===== config.mk =====
export PLATFORM = sky130hd
export DESIGN_NAME = comparator_dac_control
export DESIGN_NICKNAME = d
export VERILOG_FILES = /design/src/hw/cmp_dac_pkg.sv /design/src/hw/cmp_glitch_filter.sv /design/src/hw/comparator_dac_control.sv
export SDC_FILE = /design/constraint.sdc
export NUM_CORES = 1
export LEC_CHECK = 0
export BUFFER_PORTS_ARGS = -buffer_cell sky130_fd_sc_hd__buf_2
export CAP_MARGIN = 10
export CORE_ASPECT_RATIO = 0.8
export CORE_MARGIN = 4
export CORE_UTILIZATION = 35
export CTS_CLUSTER_DIAMETER = 60
export CTS_CLUSTER_SIZE = 12
export DETAILED_ROUTE_END_ITERATION = 8
export PLACE_DENSITY = 0.68
export SYNTH_ARGS = -nofsm -noshare
export SYNTH_HDL_FRONTEND = slang
export SYNTH_SLANG_ARGS = --single-unit

===== constraint.sdc =====
create_clock -name clk -period 7.9 [get_ports clk]
set_clock_uncertainty 0.2 [all_clocks]
set_input_delay 1.185 -clock clk [delete_from_list [all_inputs] [get_ports clk]]
set_output_delay 1.185 -clock clk [all_outputs]
set_load 0.03 [all_outputs]

===== src/hw/cmp_dac_pkg.sv =====
package cmp_dac_pkg;

   // Group size and field widths.
   localparam int unsigned num_comparators = 4;
   localparam int unsigned addr_width = 8;
   localparam int unsigned data_width = 32;
   localparam int unsigned reg_width = 16;
   localparam int unsigned code_width = 10;
   localparam int unsigned sel_width = 2;
   localparam int unsigned pads_per_comparator = 4;

   ////////////////////////////////////////////////////////////////////////////////
   // Register byte offsets.
   localparam logic [7:0] control_base_offset = 8'h00;
   localparam logic [7:0] dac_value_base_offset = 8'h10;
   localparam logic [7:0] irq_status_offset = 8'h20;
   localparam logic [7:0] irq_mask_offset = 8'h24;

   ////////////////////////////////////////////////////////////////////////////////
   // Field positions in comparator_control.
   localparam int unsigned module_enable_bit = 15;
   localparam int unsigned stop_in_idle_bit = 13;
   localparam int unsigned dac_output_enable_bit = 8;
   localparam int unsigned input_select_lsb = 6;
   localparam int unsigned external_reference_select_bit = 5;
   localparam int unsigned output_state_bit = 3;
   localparam int unsigned output_invert_bit = 1;
   localparam int unsigned range_bit = 0;

   // Writable bits of comparator_control; everything else reads zero except the read-only output_state bit.
   localparam logic [15:0] control_write_mask = 16'ha1e3;
   localparam logic [15:0] dac_value_write_mask = 16'h03ff;

   ////////////////////////////////////////////////////////////////////////////////
   // Reset values.
   localparam logic [15:0] control_reset = 16'h0000;
   localparam logic [9:0] dac_code_reset = 10'h000;
   localparam logic [3:0] irq_reset = 4'h0;

   // Reference source selection driven to the analog reference mux.
   typedef enum logic [1:0] {
      ref_half_supply = 2'b00,
      ref_internal = 2'b01,
      ref_external = 2'b10
   } ref_source_type;

endpackage


===== src/hw/cmp_glitch_filter.sv =====
`timescale 1ns/10ps
`default_nettype none

// Synchronises one raw comparator result, rejects short transients, applies the
// polarity and makes a one-cycle pulse on each asserting transition.
module cmp_glitch_filter (
   input wire logic clk,
   input wire logic rst,
   input wire logic raw_async,
   input wire logic invert,
   input wire logic enable,
   output logic filtered,
   output logic pulse
);

   logic sync1_q;
   logic sync2_q;
   logic sync3_q;
   logic accepted_q;
   logic accepted_d;
   logic filtered_q;
   logic filtered_d;
   logic pulse_q;
   logic pulse_d;

   ////////////////////////////////////////////////////////////////////////////////
   // A change is accepted only when the second and third stages agree, so a level
   // must be seen on two successive edges before it passes on.
   assign accepted_d = (sync2_q == sync3_q) ? sync3_q : accepted_q;

   // Polarity is applied before anything downstream sees the result.
   assign filtered_d = enable & (accepted_q ^ invert);

   // Registered edge detect gives exactly one cycle per asserting transition.
   assign pulse_d = filtered_d & ~filtered_q;

   always_ff @(posedge clk or posedge rst) begin
      if (rst) begin
         sync1_q <= 1'b0;
         sync2_q <= 1'b0;
         sync3_q <= 1'b0;
         accepted_q <= 1'b0;
         filtered_q <= 1'b0;
         pulse_q <= 1'b0;
      end else begin
         sync1_q <= raw_async;
         sync2_q <= sync1_q;
         sync3_q <= sync2_q;
         accepted_q <= accepted_d;
         filtered_q <= filtered_d;
         pulse_q <= pulse_d;
      end
   end

   assign filtered = filtered_q;
   assign pulse = pulse_q;

endmodule

`default_nettype wire


===== src/hw/comparator_dac_control.sv =====
`timescale 1ns/10ps
`default_nettype none

//
// Overview of operation
// - Comparator transients shorter than one clock cycle never reach the filtered output.
// - In sleep or idle the wake request of an active comparator bypasses the filter and follows the raw result after polarity.
// - If any comparator has stop_in_idle set, every comparator is disabled during idle.
// - Each comparator makes a pulse exactly one cycle wide for the ADC trigger and interrupt.
// - Clearing module_enable powers down both the reference DAC and the comparator.
// - The two-bit input_select routes source A, B, C or D to the non-inverting input.
// - The range and external_reference_select bits pick half supply, internal or external reference.
// - The read-only output_state bit shows the comparator result after polarity.
// - The DAC value register supplies a 10-bit code to the reference DAC.
// - An enabled comparator disables the digital input buffer of its selected source pad.
// - Setting output_invert inverts the result before every consumer, clearing it passes it.
module comparator_dac_control (
   input wire logic clk,
   input wire logic rst,
   input wire logic psel,
   input wire logic penable,
   input wire logic pwrite,
   input wire logic [cmp_dac_pkg::addr_width-1:0] paddr,
   input wire logic [cmp_dac_pkg::data_width-1:0] pwdata,
   input wire logic [3:0] pstrb,
   output logic pready,
   output logic pslverr,
   output logic [cmp_dac_pkg::data_width-1:0] prdata,
   input wire logic sleep_mode,
   input wire logic idle_mode,
   input wire logic [cmp_dac_pkg::num_comparators-1:0] comparator_raw,
   output logic [cmp_dac_pkg::num_comparators-1:0] comparator_power,
   output logic [cmp_dac_pkg::num_comparators-1:0] dac_power,
   output logic [cmp_dac_pkg::num_comparators*2-1:0] input_select,
   output logic [cmp_dac_pkg::num_comparators*2-1:0] reference_select,
   output logic [cmp_dac_pkg::num_comparators*10-1:0] dac_code,
   output logic [cmp_dac_pkg::num_comparators-1:0] dac_output_enable,
   output logic [cmp_dac_pkg::num_comparators*4-1:0] pad_input_disable,
   output logic [cmp_dac_pkg::num_comparators-1:0] filtered_out,
   output logic [cmp_dac_pkg::num_comparators-1:0] adc_trigger,
   output logic [cmp_dac_pkg::num_comparators-1:0] wake_request,
   output logic irq
);
   import cmp_dac_pkg::*;

   localparam int unsigned n = num_comparators;

   // Reference mux code from the two selection bits; external wins over range.
   function automatic logic [1:0] ref_code(input logic ext, input logic rng);
      logic [1:0] r;
      r = ref_half_supply;
      if (ext) begin
         r = ref_external;
      end else if (!rng) begin
         r = ref_internal;
      end
      return r;
   endfunction

   // One-hot pad disable for the selected source when module_enable is set.
   function automatic logic [3:0] pad_mask(input logic on, input logic [1:0] sel);
      logic [3:0] m;
      m = 4'h0;
      if (on) begin
         m[sel] = 1'b1;
      end
      return m;
   endfunction

   logic [15:0] control_q [n];
   logic [9:0] code_q [n];
   logic [n-1:0] status_q;
   logic [n-1:0] status_d;
   logic [n-1:0] mask_q;
   logic [n-1:0] mask_d;
   logic [31:0] prdata_q;
   logic [31:0] prdata_d;
   logic pslverr_q;

   ////////////////////////////////////////////////////////////////////////////////
   // Bus decode. Reads are captured at the setup edge, writes land at the access
   // edge; pready is always high in the access phase so every transfer is two cycles.
   logic setup_phase;
   logic write_commit;
   logic [5:0] word_index;
   logic hit_control;
   logic hit_dac;
   logic hit_status;
   logic hit_mask;
   logic addr_mapped;
   logic [1:0] sel_index;
   logic [15:0] wdata16;
   logic low_lanes;

   assign setup_phase = psel & ~penable;
   assign write_commit = psel & penable & pwrite;
   assign word_index = paddr[7:2];
   assign sel_index = paddr[3:2];
   assign hit_control = (paddr[7:4] == control_base_offset[7:4]) && (paddr[1:0] == 2'b00);
   assign hit_dac = (paddr[7:4] == dac_value_base_offset[7:4]) && (paddr[1:0] == 2'b00);
   assign hit_status = (paddr == irq_status_offset);
   assign hit_mask = (paddr == irq_mask_offset);
   assign addr_mapped = hit_control | hit_dac | hit_status | hit_mask;
   assign wdata16 = pwdata[15:0];
   assign low_lanes = pstrb[0] & pstrb[1];

   ////////////////////////////////////////////////////////////////////////////////
   // Enable resolution. One stop_in_idle bit anywhere shuts the whole group down
   // in idle, which keeps the clock control for the group simple.
   logic [n-1:0] module_enable;
   logic [n-1:0] stop_in_idle;
   logic [n-1:0] output_invert;
   logic group_idle_stop;
   logic [n-1:0] active;
   logic low_power;

   for (genvar i = 0; i < n; i++) begin : g_fields
      assign module_enable[i] = control_q[i][module_enable_bit];
      assign stop_in_idle[i] = control_q[i][stop_in_idle_bit];
      assign output_invert[i] = control_q[i][output_invert_bit];
   end

   assign group_idle_stop = idle_mode & (|stop_in_idle);
   assign active = module_enable & {n{~group_idle_stop}};
   assign low_power = sleep_mode | idle_mode;

   ////////////////////////////////////////////////////////////////////////////////
   // Filter and pulse generation per comparator.
   logic [n-1:0] filt;
   logic [n-1:0] pulse;

   for (genvar i = 0; i < n; i++) begin : g_filter
      cmp_glitch_filter u_filter (
         .clk(clk),
         .rst(rst),
         .raw_async(comparator_raw[i]),
         .invert(output_invert[i]),
         .enable(active[i]),
         .filtered(filt[i]),
         .pulse(pulse[i])
      );
   end

   assign filtered_out = filt;
   assign adc_trigger = pulse;

   // Unfiltered path so an analog crossing can wake a stopped clock. It is
   // combinational from the pin on purpose: no edge may be needed to raise it.
   assign wake_request = {n{low_power}} & active & (comparator_raw ^ output_invert);

   ////////////////////////////////////////////////////////////////////////////////
   // Analog control outputs from register bits; the power and DAC output enables also follow active.
   for (genvar i = 0; i < n; i++) begin : g_analog
      assign comparator_power[i] = active[i];
      assign dac_power[i] = active[i];
      assign input_select[2*i +: 2] = control_q[i][input_select_lsb +: 2];
      assign reference_select[2*i +: 2] = ref_code(control_q[i][external_reference_select_bit],
                                                   control_q[i][range_bit]);
      assign dac_code[10*i +: 10] = code_q[i];
      // Gated by enable; two set bits are a software fault and both drive the pin.
      assign dac_output_enable[i] = control_q[i][dac_output_enable_bit] & active[i];
      assign pad_input_disable[4*i +: 4] = pad_mask(module_enable[i],
                                                    control_q[i][input_select_lsb +: 2]);
   end

   ////////////////////////////////////////////////////////////////////////////////
   // Control and DAC registers. Only the mask bits are stored, the rest stay zero.
   always_ff @(posedge clk or posedge rst) begin
      if (rst) begin
         for (int i = 0; i < n; i++) begin
            control_q[i] <= control_reset;
            code_q[i] <= dac_code_reset;
         end
      end else if (write_commit && low_lanes) begin
         if (hit_control) begin
            control_q[sel_index] <= wdata16 & control_write_mask;
         end
         if (hit_dac) begin
            code_q[sel_index] <= wdata16[9:0];
         end
      end
   end

   ////////////////////////////////////////////////////////////////////////////////
   // Interrupt status: a pulse sets its bit, a written one clears it, and a pulse
   // in the same cycle as the clear keeps the bit set.
   assign status_d = pulse | (status_q &
                     ~((write_commit && hit_status && pstrb[0]) ? pwdata[n-1:0] : irq_reset));
   assign mask_d = (write_commit && hit_mask && pstrb[0]) ? pwdata[n-1:0] : mask_q;

   always_ff @(posedge clk or posedge rst) begin
      if (rst) begin
         status_q <= irq_reset;
         mask_q <= irq_reset;
      end else begin
         status_q <= status_d;
         mask_q <= mask_d;
      end
   end

   // In low power the raw path also raises the line so the wake is not delayed.
   assign irq = |((status_q | wake_request) & mask_q);

   ////////////////////////////////////////////////////////////////////////////////
   // Read multiplexer. The output_state bit shows the filtered, polarity-applied
   // result, so it lags the pin by the synchroniser, acceptance and output stages.
   logic [15:0] ctl_view;

   assign ctl_view = (control_q[sel_index] & control_write_mask) |
                     (16'(filt[sel_index]) << output_state_bit);

   always_comb begin
      prdata_d = 32'h0000_0000;
      if (hit_control) begin
         prdata_d = {16'h0000, ctl_view};
      end else if (hit_dac) begin
         prdata_d = {22'h00_0000, code_q[sel_index]};
      end else if (hit_status) begin
         prdata_d = {{(32-n){1'b0}}, status_q};
      end else if (hit_mask) begin
         prdata_d = {{(32-n){1'b0}}, mask_q};
      end
   end

   always_ff @(posedge clk or posedge rst) begin
      if (rst) begin
         prdata_q <= 32'h0000_0000;
         pslverr_q <= 1'b0;
      end else if (setup_phase) begin
         prdata_q <= pwrite ? 32'h0000_0000 : prdata_d;
         pslverr_q <= ~addr_mapped;
      end
   end

   assign pready = psel & penable;
   assign pslverr = psel & penable & pslverr_q;
   assign prdata = prdata_q;

   // The word index is kept only for decode readability of the group offsets.
   logic unused_index;
   assign unused_index = ^word_index;

endmodule

`default_nettype wire


==> results of run 1 <==
-- final cells by class --
cell class,count,area (µm²),share of cell area
Tap cell,215,269,0.0391
Inverter,4,17.5,0.00254
Clock buffer,18,439,0.0638
Sequential cell,117,2930,0.425
Multi-Input combinational cell,266,2290,0.333
Clock inverter,14,200,0.0291
Timing Repair Buffer,146,738,0.107
-- worst reg2reg max path, cell delays in order (launching register included) --
cell and delay [ps]:
dfrtp_1 400, o41ai_2 990, nand2_1 330, nor3_1 260
-- synthesized netlist by cell type (2+ instances only) --
master / n / share of area
and3b_1: 4 / 0.0063
dfrtp_1: 117 / 0.52
nor2_1: 20 / 0.013
buf_4: 48 / 0.064
nor2b_1: 2 / 0.0022
xnor2_1: 6 / 0.0094
clkbuf_1: 5 / 0.0034
nand2_1: 30 / 0.020
nand2b_1: 2 / 0.0022
mux4_2: 16 / 0.064
a22o_1: 4 / 0.0063
maj3_1: 4 / 0.0071
o221ai_1: 4 / 0.0063
nor3b_1: 5 / 0.0067
nand3b_1: 3 / 0.0040
buf_2: 6 / 0.0054
nand3_1: 2 / 0.0018
inv_1: 4 / 0.0027
mux2i_1: 9 / 0.016
and2_1: 3 / 0.0034
a21o_1: 4 / 0.0054
mux2_2: 77 / 0.15
buf_1: 6 / 0.0040
a221oi_1: 4 / 0.0063
xor2_1: 2 / 0.0031
a22oi_1: 4 / 0.0054
and3_1: 15 / 0.017
nor3_1: 7 / 0.0063
o21ai_0: 2 / 0.0018
nor4_1: 3 / 0.0034
-- metal layers --
| metal | GRT usage | up-vias | part of all wire |
|---|---|---|---|
| met2 | 0.274 | 141 | 0.48 |
| li1 | - | 1737 | - |
| met1 | 0.230 | 2010 | 0.44 |
| met4 | 0.0429 | 0 | 0.0050 |
| met5 | 0 | - | 0 |
| met3 | 0.0485 | 10 | 0.075 |
-- flip-flops by register name, indices dropped and copies added, names as in the netlist --
register                      flops
dac_code                         40
control_q                        24
prdata                           12
input_select                      8
g_filter.u_filter.accepted_q      4
g_filter.u_filter.filtered        4
g_filter.u_filter.pulse           4
g_filter.u_filter.sync1_q         4
g_filter.u_filter.sync2_q         4
g_filter.u_filter.sync3_q         4
mask_q                            4
status_q                          4
pslverr_q                         1
-- power by group through the flow --
| stage | registers, µW | clock network (µW) | logic (µW) |
|---|---|---|---|
| 3_5_place_dp | 626 | 0 | 80.6 |
| 5_1_grt | 617 | 874 | 87.9 |
| 3_3_place_gp | 626 | 0 | 79.0 |
| 2_1_floorplan | 627 | 0 | 59.5 |
| 4_1_cts | 616 | 842 | 81.0 |
| 6_report | 616 | 829 | 80.0 |
-- cells in the final DEF, fill, tap and decap left out, types with 4 or more instances in the layout --
| cell type | n |
|---|---|
| a21o_1 | 4 |
| a221oi_1 | 4 |
| a22o_1 | 4 |
| a22oi_1 | 4 |
| and3_1 | 15 |
| and3b_1 | 4 |
| buf_2 | 143 |
| bufinv_16 | 4 |
| clkbuf_16 | 17 |
| conb_1 | 20 |
| dfrtp_1 | 117 |
| maj3_1 | 4 |
| mux2_2 | 77 |
| mux2i_1 | 9 |
| mux4_2 | 16 |
| nand2_1 | 30 |
| nor2_1 | 20 |
| nor3_1 | 7 |
| nor3b_1 | 5 |
| o221ai_1 | 4 |
| xnor2_1 | 6 |
-- cells by family after synthesis --
kind of cell	count (synthesis)
AO/OA/AOI/OAI	28
buffers and inverters	70
adder cells (fa/ha/maj)	4
other	1
flip-flops	117
AND/OR/NAND/NOR	104
XOR/XNOR	8
multiplexers	102
-- worst min-delay path by stage --
stage	slack (ps)	endpoint	depth (start not counted)
2_1_floorplan	130	g_filter[0].u_filter.sync2_q	0
3_3_place_gp	130	g_filter[3].u_filter.sync2_q	0
3_5_place_dp	140	g_filter[0].u_filter.sync2_q	0
4_1_cts	150	g_filter[0].u_filter.sync2_q	0
5_1_grt	150	g_filter[2].u_filter.sync2_q	0
6_report	150	g_filter[0].u_filter.sync2_q	0
-- stage by stage --
step           total power [µW]  hold slack, ps  instances  setup WS, ps  utilization
3_5_place_dp                707             136        748          4140        0.397
5_1_grt                    1580             153        780          3620        0.437
3_3_place_gp                705             132        748          4150        0.397
4_1_cts                    1540             150        780          3840        0.437
2_1_floorplan               687             131        453          3410            -
6_report                   1530             148        780          3840        0.437
==> reports/metrics.yaml, run 1 <==
p_leak_uw: 0.00372
regToRegEndpoint: "g_filter[3].u_filter.pulse"
grt_pass1_vias: 4004
start_util: 0.356
setup_viol: 0
grt.overflow.total: 0
p_switching_uw: 354
cpPeakStageDelay_ps: 990
synth_edf_count: 0
ys.flop_type: "dfrtp_1"
dieArea_um2: 18100
clkPwrFrac: 0.544
synthXorXnorAreaFrac: 0.0125
ff2ff_setup_slack_ps: 5640
synth_area_um2: 5600
synth-simple-area-share: 0.0999
power_frac_comb: 0.052
cp_num_buf_inv: 1
critPathKind: "register to output pin"
startpoint_type: "register"
crit_fanout: 11
cap_violations: 0
die_x_um: 149
intPower_uw: 1170
num_io_pins: 186
vias_per_cell: 5.00
wl_per_cell_um: 19.4
cts.sinks: 117
cts_buffers: 17
status: "completed"
tns_ps: 0
min-delay-start: "g_filter[0].u_filter.sync1_q"
n_antenna_cell: 0
antenna_found_initial: 0
grt_start_max_net_pins: 64
critPathLaunch: "control_q[29]"
yosys.area_share.adder: 0.00715
cp.depth: 4
syn_avg_cell_area_um2: 12.9
rows: 41
period_share: 0.514
postLayoutCellArea_um2: 6890
yosysUniqueCellTypes: 46
tightest_slew_ps: 1090
first_pass_iters: 4
post_cts_buffers: 0
core_um2: 15700
postCtsHoldBufs: 0
drc: 0
ys_ff_latch: 117
vdd_ir_drop_max_mv: 0.153
wirelength_mm: 15.2
ant_nets: 0
ys_async_sr_fraction: 1.00
rsz0062_at_grt: "no"
cts_tree: "yes"
switching_share: 0.232
period_needed_ps: 4060
dp_hpwl_mm: 10.9
crit_path_end: "wake_request[3]"
relSlewSlack: 0.267
h-tree-depth: 4
critPathArrivalTime_ps: 2680
cts_resized: 0
end_kind: "output pin"
synthMuxAreaShare: 0.235
area_growth_pct: 22.9
synth_top_family_by_area: "multiplexers"
fmax_ghz: 0.246
grt_usage: 0.171
slowest_stage: "o41ai_2"
crit_required_ps: 6510
yosys_warnings: 0
gp_congestion: 0.804
clockRootBuffer: "clkbuf_16"
holdCritPathClass: "register to register"
syn_inst: 434
synth_compound_area_frac: 0.0400
dpl_cell_area_um2: 6250
num_vias: 3898
clock_latency_ps: 410
drv_slew: 0
reg2reg_from: "control_q[29]"
crit_path_cell_trace: "o41ai_2 -> nand2_1 -> nor3_1 -> buf_2"
power_density_nw_per_um2: 222
hold_viol_final: 0
grt_pass1_wl_mm: 23.4
final_nets: 607
clk_pin_slew_ps: 60
fillCellCount: 1480
fp.dieH_um: 121
port_buffers: 143
r2r_cells: 3
synth-seq-area-share: 0.523
critPathTopFamily: "compound AO/OA/AOI/OAI gates"
pwr-share-seq: 0.404
clk_path_buf_depth: 2
drive_gt1_frac: 0.492
drt_iter0_markers: 316
Power figures use the tool's default switching activity.
==> run 2: changes to the inputs <==
==> constraint.sdc (replaced) <==
create_clock -name clk -period 4.3 [get_ports clk]
set_clock_uncertainty 0.2 [all_clocks]
set_input_delay 0.645 -clock clk [delete_from_list [all_inputs] [get_ports clk]]
set_output_delay 0.645 -clock clk [all_outputs]
set_load 0.03 [all_outputs]
==> run 2 against run 1 <==
  * Non-clock buffer count increased by 3
  * Worst setup slack lost 2700 ps
  * Via count is 0.97% higher
  * Largest cell class unchanged
  * Largest power group unchanged
  * Highest routed layer unchanged
==> reports/metrics.yaml, run 2 (synthesis results as in run 1) <==
status: "completed"  # unchanged
drt_iter0_markers: 270  # was 316
first_pass_iters: 4  # unchanged
area_growth_pct: 23.0  # was 22.9%
cts_buffers: 17  # unchanged
grt_pass1_vias: 4034  # was 4004
num_io_pins: 186  # unchanged
grt_start_max_net_pins: 69  # was 64
p_leak_uw: 0.00373  # was 0.00372 µW
period_needed_ps: 3200
antenna_found_initial: 0  # unchanged
critPathTopFamily: "compound AO/OA/AOI/OAI gates"  # unchanged
ant_nets: 0  # unchanged
final_nets: 610  # was 607
cpPeakStageDelay_ps: 720  # was 990 ps
post_cts_buffers: 0  # unchanged
end_kind: "output pin"  # unchanged
crit_required_ps: 3450  # was 6510 ps
critPathArrivalTime_ps: 2360  # was 2680 ps
drv_slew: 0  # unchanged
period_share: 0.745
clk_pin_slew_ps: 60  # about the same
dieArea_um2: 18100  # unchanged
postCtsHoldBufs: 0  # unchanged
n_antenna_cell: 0  # unchanged
slowest_stage: "o41ai_2"  # unchanged
die_x_um: 149  # unchanged
mostFrequentLayoutCells: "143 x buf_2, 117 x dfrtp_1, 77 x mux2_2"  # unchanged
cap_violations: 0  # unchanged
wl_per_cell_um: 19.3  # was 19.4 µm
grt_usage: 0.170  # was 0.171
clockRootBuffer: "clkbuf_16"  # unchanged
critPathKind: "register to output pin"  # unchanged
cp_num_buf_inv: 1  # unchanged
rsz0062_at_grt: "no"  # unchanged
final_common_cell: "buf_2"  # unchanged
cts_tree: "yes"  # unchanged
cts.sinks: 117  # unchanged
startpoint_type: "register"  # unchanged
num_vias: 3936  # was 3898
port_buffers: 143  # unchanged
fmax_ghz: 0.312
wirelength_mm: 15.1  # was 15.2 mm
crit_fanout: 7  # was 11
largest_reg_flops: 40  # unchanged
cts_resized: 0  # unchanged
holdCritPathClass: "register to register"  # unchanged
clk_path_buf_depth: 2  # unchanged
dp_hpwl_mm: 11.0  # was 10.9 mm
start_util: 0.356  # unchanged
clock_latency_ps: 410  # about the same
crit_path_cell_trace: "o41ai_2 -> nand2_1 -> nor3_1 -> buf_2"  # unchanged
p_total_uw: 2750  # was 1530 µW
fillCellCount: 1452  # was 1480
grt_pass1_wl_mm: 23.1  # was 23.4 mm
tightest_slew_ps: 872  # was 1090 ps
vias_per_cell: 5.03  # was 5.00
setup_viol: 0  # unchanged
rows: 41  # unchanged
fp.dieH_um: 121  # unchanged
core_um2: 15700  # unchanged
grt.overflow.total: 0  # unchanged
tns_ps: 0  # unchanged
drive_gt1_frac: 0.495  # was 0.492
power_density_nw_per_um2: 400  # was 222 nW/µm²
hold_viol_final: 0  # unchanged
vdd_ir_drop_max_mv: 0.266  # was 0.153 mV
gp_congestion: 0.801  # was 0.804
drc: 0  # unchanged
relSlewSlack: 0.419  # was 0.267
h-tree-depth: 4  # unchanged
## run 2: layer usage
metal  global-route usage  part of all wire
met5                    0                 0
met4               0.0503             0.013
met3               0.0583             0.085
met2                0.262              0.47
met1                0.228              0.43
## run 2: final timing paths
path	startpoint	endpoint	slack, ps	cells after the start
worst max-delay path	control_q[29]	wake_request[3]	1100	4
worst min-delay path	g_filter[3].u_filter.sync1_q	g_filter[3].u_filter.sync2_q	150	0
worst max register to register	control_q[29]	g_filter[3].u_filter.pulse	2350	3
worst min register to register	g_filter[3].u_filter.sync1_q	g_filter[3].u_filter.sync2_q	150	0
max in group asynchronous	rst	dac_code[21]	2770	3
min in group asynchronous	rst	input_select[3]	200	2
## run 2: where the power goes
part	leakage [µW]	total [µW]	switching, µW	internal, µW
Clock	0.000297	1470	547	926
Sequential	0.00159	1130	12.3	1120
Combinational	0.00184	148	106	42.6
## run 2: layout make-up
cell class              instances  area [µm²]  share of cell area
well taps                     215         269              0.0390
clock buffers                  17         425              0.0618
flip-flops and latches        117        2930               0.425
repair buffers                149         761               0.110
clock inverters                15         195              0.0283
inverters                       4        17.5             0.00254
multi-input cells             266        2290               0.333
## run 2: worst register-to-register path, cell delays in order, from the launching register on
cell and delay [ps]:
dfrtp_1 400, o41ai_2 720, nand2_1 280, nor3_1 250
## run 2: metrics by stage
step                hold slack [ps]  area, µm²   util  cells  setup slack [ps]
floorplan                       131       5670      -    453               354
global placement                132       6270  0.398    751              1270
detailed placement              135       6270  0.398    751              1280
CTS                             146       6890  0.437    783              1100
global route                    153       6890  0.437    783               916
finish                          147       6890  0.437    783              1100
==> run 3: changes to the inputs <==
==> constraint.sdc (replaced) <==
create_clock -name clk -period 3.07 [get_ports clk]
set_clock_uncertainty 0.2 [all_clocks]
set_input_delay 0.4605 -clock clk [delete_from_list [all_inputs] [get_ports clk]]
set_output_delay 0.4605 -clock clk [all_outputs]
set_load 0.03 [all_outputs]
==> run 3 against run 2 <==
  * Cell area up 2.2%
  * Clock-buffer cell count is 1 higher
  * Sequential share of layout area fell by 0.91 points
  * First-iteration DRC count grew 2.6%
  * Cell count grew 1.7%
  * Die area unchanged
  * Via count rose by 0.89%
  * Hold slack got worse by 140 ps
==> reports/metrics.yaml, run 3 (synthesis results as in run 1) <==
status: "completed"  # unchanged
holdCritPathClass: "primary input to async pin"  # was register to register
setup_viol: 0  # unchanged
power_frac_comb: 0.056  # was 0.054
area_growth_pct: 25.7  # was 23.0%
clk_path_buf_depth: 2  # unchanged
hold_viol_final: 0  # unchanged
relSlewSlack: 0.573  # was 0.419
cts.sinks: 117  # unchanged
end_kind: "output pin"  # unchanged
drive_gt1_frac: 0.499  # was 0.495
critPathKind: "register to output pin"  # unchanged
rsz0062_at_grt: "no"  # unchanged
first_pass_iters: 4  # unchanged
post_cts_buffers: 0  # unchanged
final_nets: 623  # was 610
mostFrequentLayoutCells: "143 x buf_2, 117 x dfrtp_1, 77 x mux2_2"  # unchanged
clockRootBuffer: "clkbuf_16"  # unchanged
crit_path_cell_trace: "o41ai_2 -> buf_4 -> o2111a_1 -> o21ai_0 -> nand3_1 -> buf_2"  # was o41ai_2 -> nand2_1 -> nor3_1 -> buf_2
num_vias: 3971  # was 3936
clock_latency_ps: 410  # about the same
cts_buffers: 17  # unchanged
p_switching_uw: 900  # was 665 µW
grt.overflow.total: 0  # unchanged
drt_iter0_markers: 277  # was 270
fmax_ghz: 0.355
intPower_uw: 3020  # was 2090 µW
core_um2: 15700  # unchanged
dp_cells: 760  # was 751
fp.dieH_um: 121  # unchanged
final_util: 0.447  # was 0.437
drc: 0  # unchanged
crit_required_ps: 2410  # was 3450 ps
largest_reg_flops: 40  # unchanged
port_buffers: 143  # unchanged
grt_pass1_vias: 4134  # was 4034
switching_share: 0.230  # was 0.242
period_share: 0.917
cp_num_buf_inv: 2  # was 1
grt_usage: 0.175  # was 0.170
clk_pin_slew_ps: 60  # about the same
grt_start_max_net_pins: 118  # was 69
crit_fanout: 6  # was 7
clkPwrFrac: 0.540  # was 0.535
cpPeakStageDelay_ps: 440  # was 720 ps
dp_hpwl_mm: 11.0  # about the same
rows: 41  # unchanged
wl_per_cell_um: 19.2  # was 19.3 µm
antenna_found_initial: 0  # unchanged
drv_slew: 0  # unchanged
power_density_nw_per_um2: 557  # was 400 nW/µm²
ant_nets: 0  # unchanged
num_io_pins: 186  # unchanged
startpoint_type: "register"  # unchanged
cap_violations: 0  # unchanged
vdd_ir_drop_max_mv: 0.361  # was 0.266 mV
slowest_stage: "o41ai_2"  # unchanged
final_cells: 796  # was 783
final_common_cell: "buf_2"  # unchanged
wirelength_mm: 15.3  # was 15.1 mm
n_antenna_cell: 0  # unchanged
tns_ps: 0  # unchanged
die_x_um: 149  # unchanged
cts_tree: "yes"  # unchanged
pwr-share-seq: 0.404  # was 0.411
grt_pass1_wl_mm: 24.0  # was 23.1 mm
gp_congestion: 0.827  # was 0.801
dieArea_um2: 18100  # unchanged
period_needed_ps: 2820
critPathArrivalTime_ps: 2160  # was 2360 ps
critPathTopFamily: "compound AO/OA/AOI/OAI gates"  # unchanged
h-tree-depth: 4  # unchanged
start_util: 0.356  # unchanged
vias_per_cell: 4.99  # was 5.03
tightest_slew_ps: 641  # was 872 ps
p_leak_uw: 0.00381  # was 0.00373 µW
run 3: final cells by class:
class	count	area, µm²
inverter	4	18.8
fill	1464	8710
tap	215	269
multi-input combinational	266	2290
clock buffer	18	439
timing repair buffer	162	893
sequential	117	2930
clock inverter	14	199
run 3: final timing paths:
| kind | from | to | slack, ps | depth (start not counted) |
|---|---|---|---|---|
| worst min-delay path | rst | input_select[3] | 2 | 3 |
| worst max-delay path | control_q[29] | irq | 250 | 6 |
| max in group asynchronous | rst | prdata[0] | 2160 | 3 |
| worst min register to register | g_filter[0].u_filter.sync1_q | g_filter[0].u_filter.sync2_q | 150 | 0 |
| min in group clk | pwdata[9] | dac_code[39] | 120 | 2 |
| worst max register to register | control_q[29] | g_filter[3].u_filter.pulse | 1370 | 4 |
run 3: power groups by stage:
stage | Clock, µW | Combinational (µW) | Sequential (µW)
finish | 2120 | 218 | 1580
global route | 2230 | 239 | 1590
detailed placement | 0 | 216 | 1610
CTS | 2160 | 221 | 1580
floorplan | 0 | 153 | 1610
global placement | 0 | 211 | 1610
run 3: repair_timing:
| item | CTS | global route |
|---|---|---|
| gates resized for setup | 0 | 0 |
| hold buffers | 4 | 0 |
| hold endpoints to repair | 4 | 0 |
run 3: worst register-to-register path, delay by kind of cell, from the launching register on:
kind / cells / cell delay [ps]
buffers and inverters: 1 / 210
AO/OA/AOI/OAI: 1 / 440
AND/OR/NAND/NOR: 2 / 360
flip-flops: 1 / 410
run 3: layer usage:
layer	track usage	share of wire	vias up
met3	0.0500	0.069	19
met2	0.281	0.48	142
li1	-	-	1778
met5	0	0	-
met1	0.235	0.43	2032
met4	0.0429	0.011	0
run 3: per-stage QoR:
step	worst slack (ps)	hold WS [ps]	total power (µW)	cell area, µm²
2_1_floorplan	551	131	1770	5680
3_3_place_gp	476	133	1820	6360
3_5_place_dp	412	135	1830	6360
4_1_cts	268	56.3	3970	7040
5_1_grt	173	72.6	4060	7040
6_report	254	2.19	3920	7040
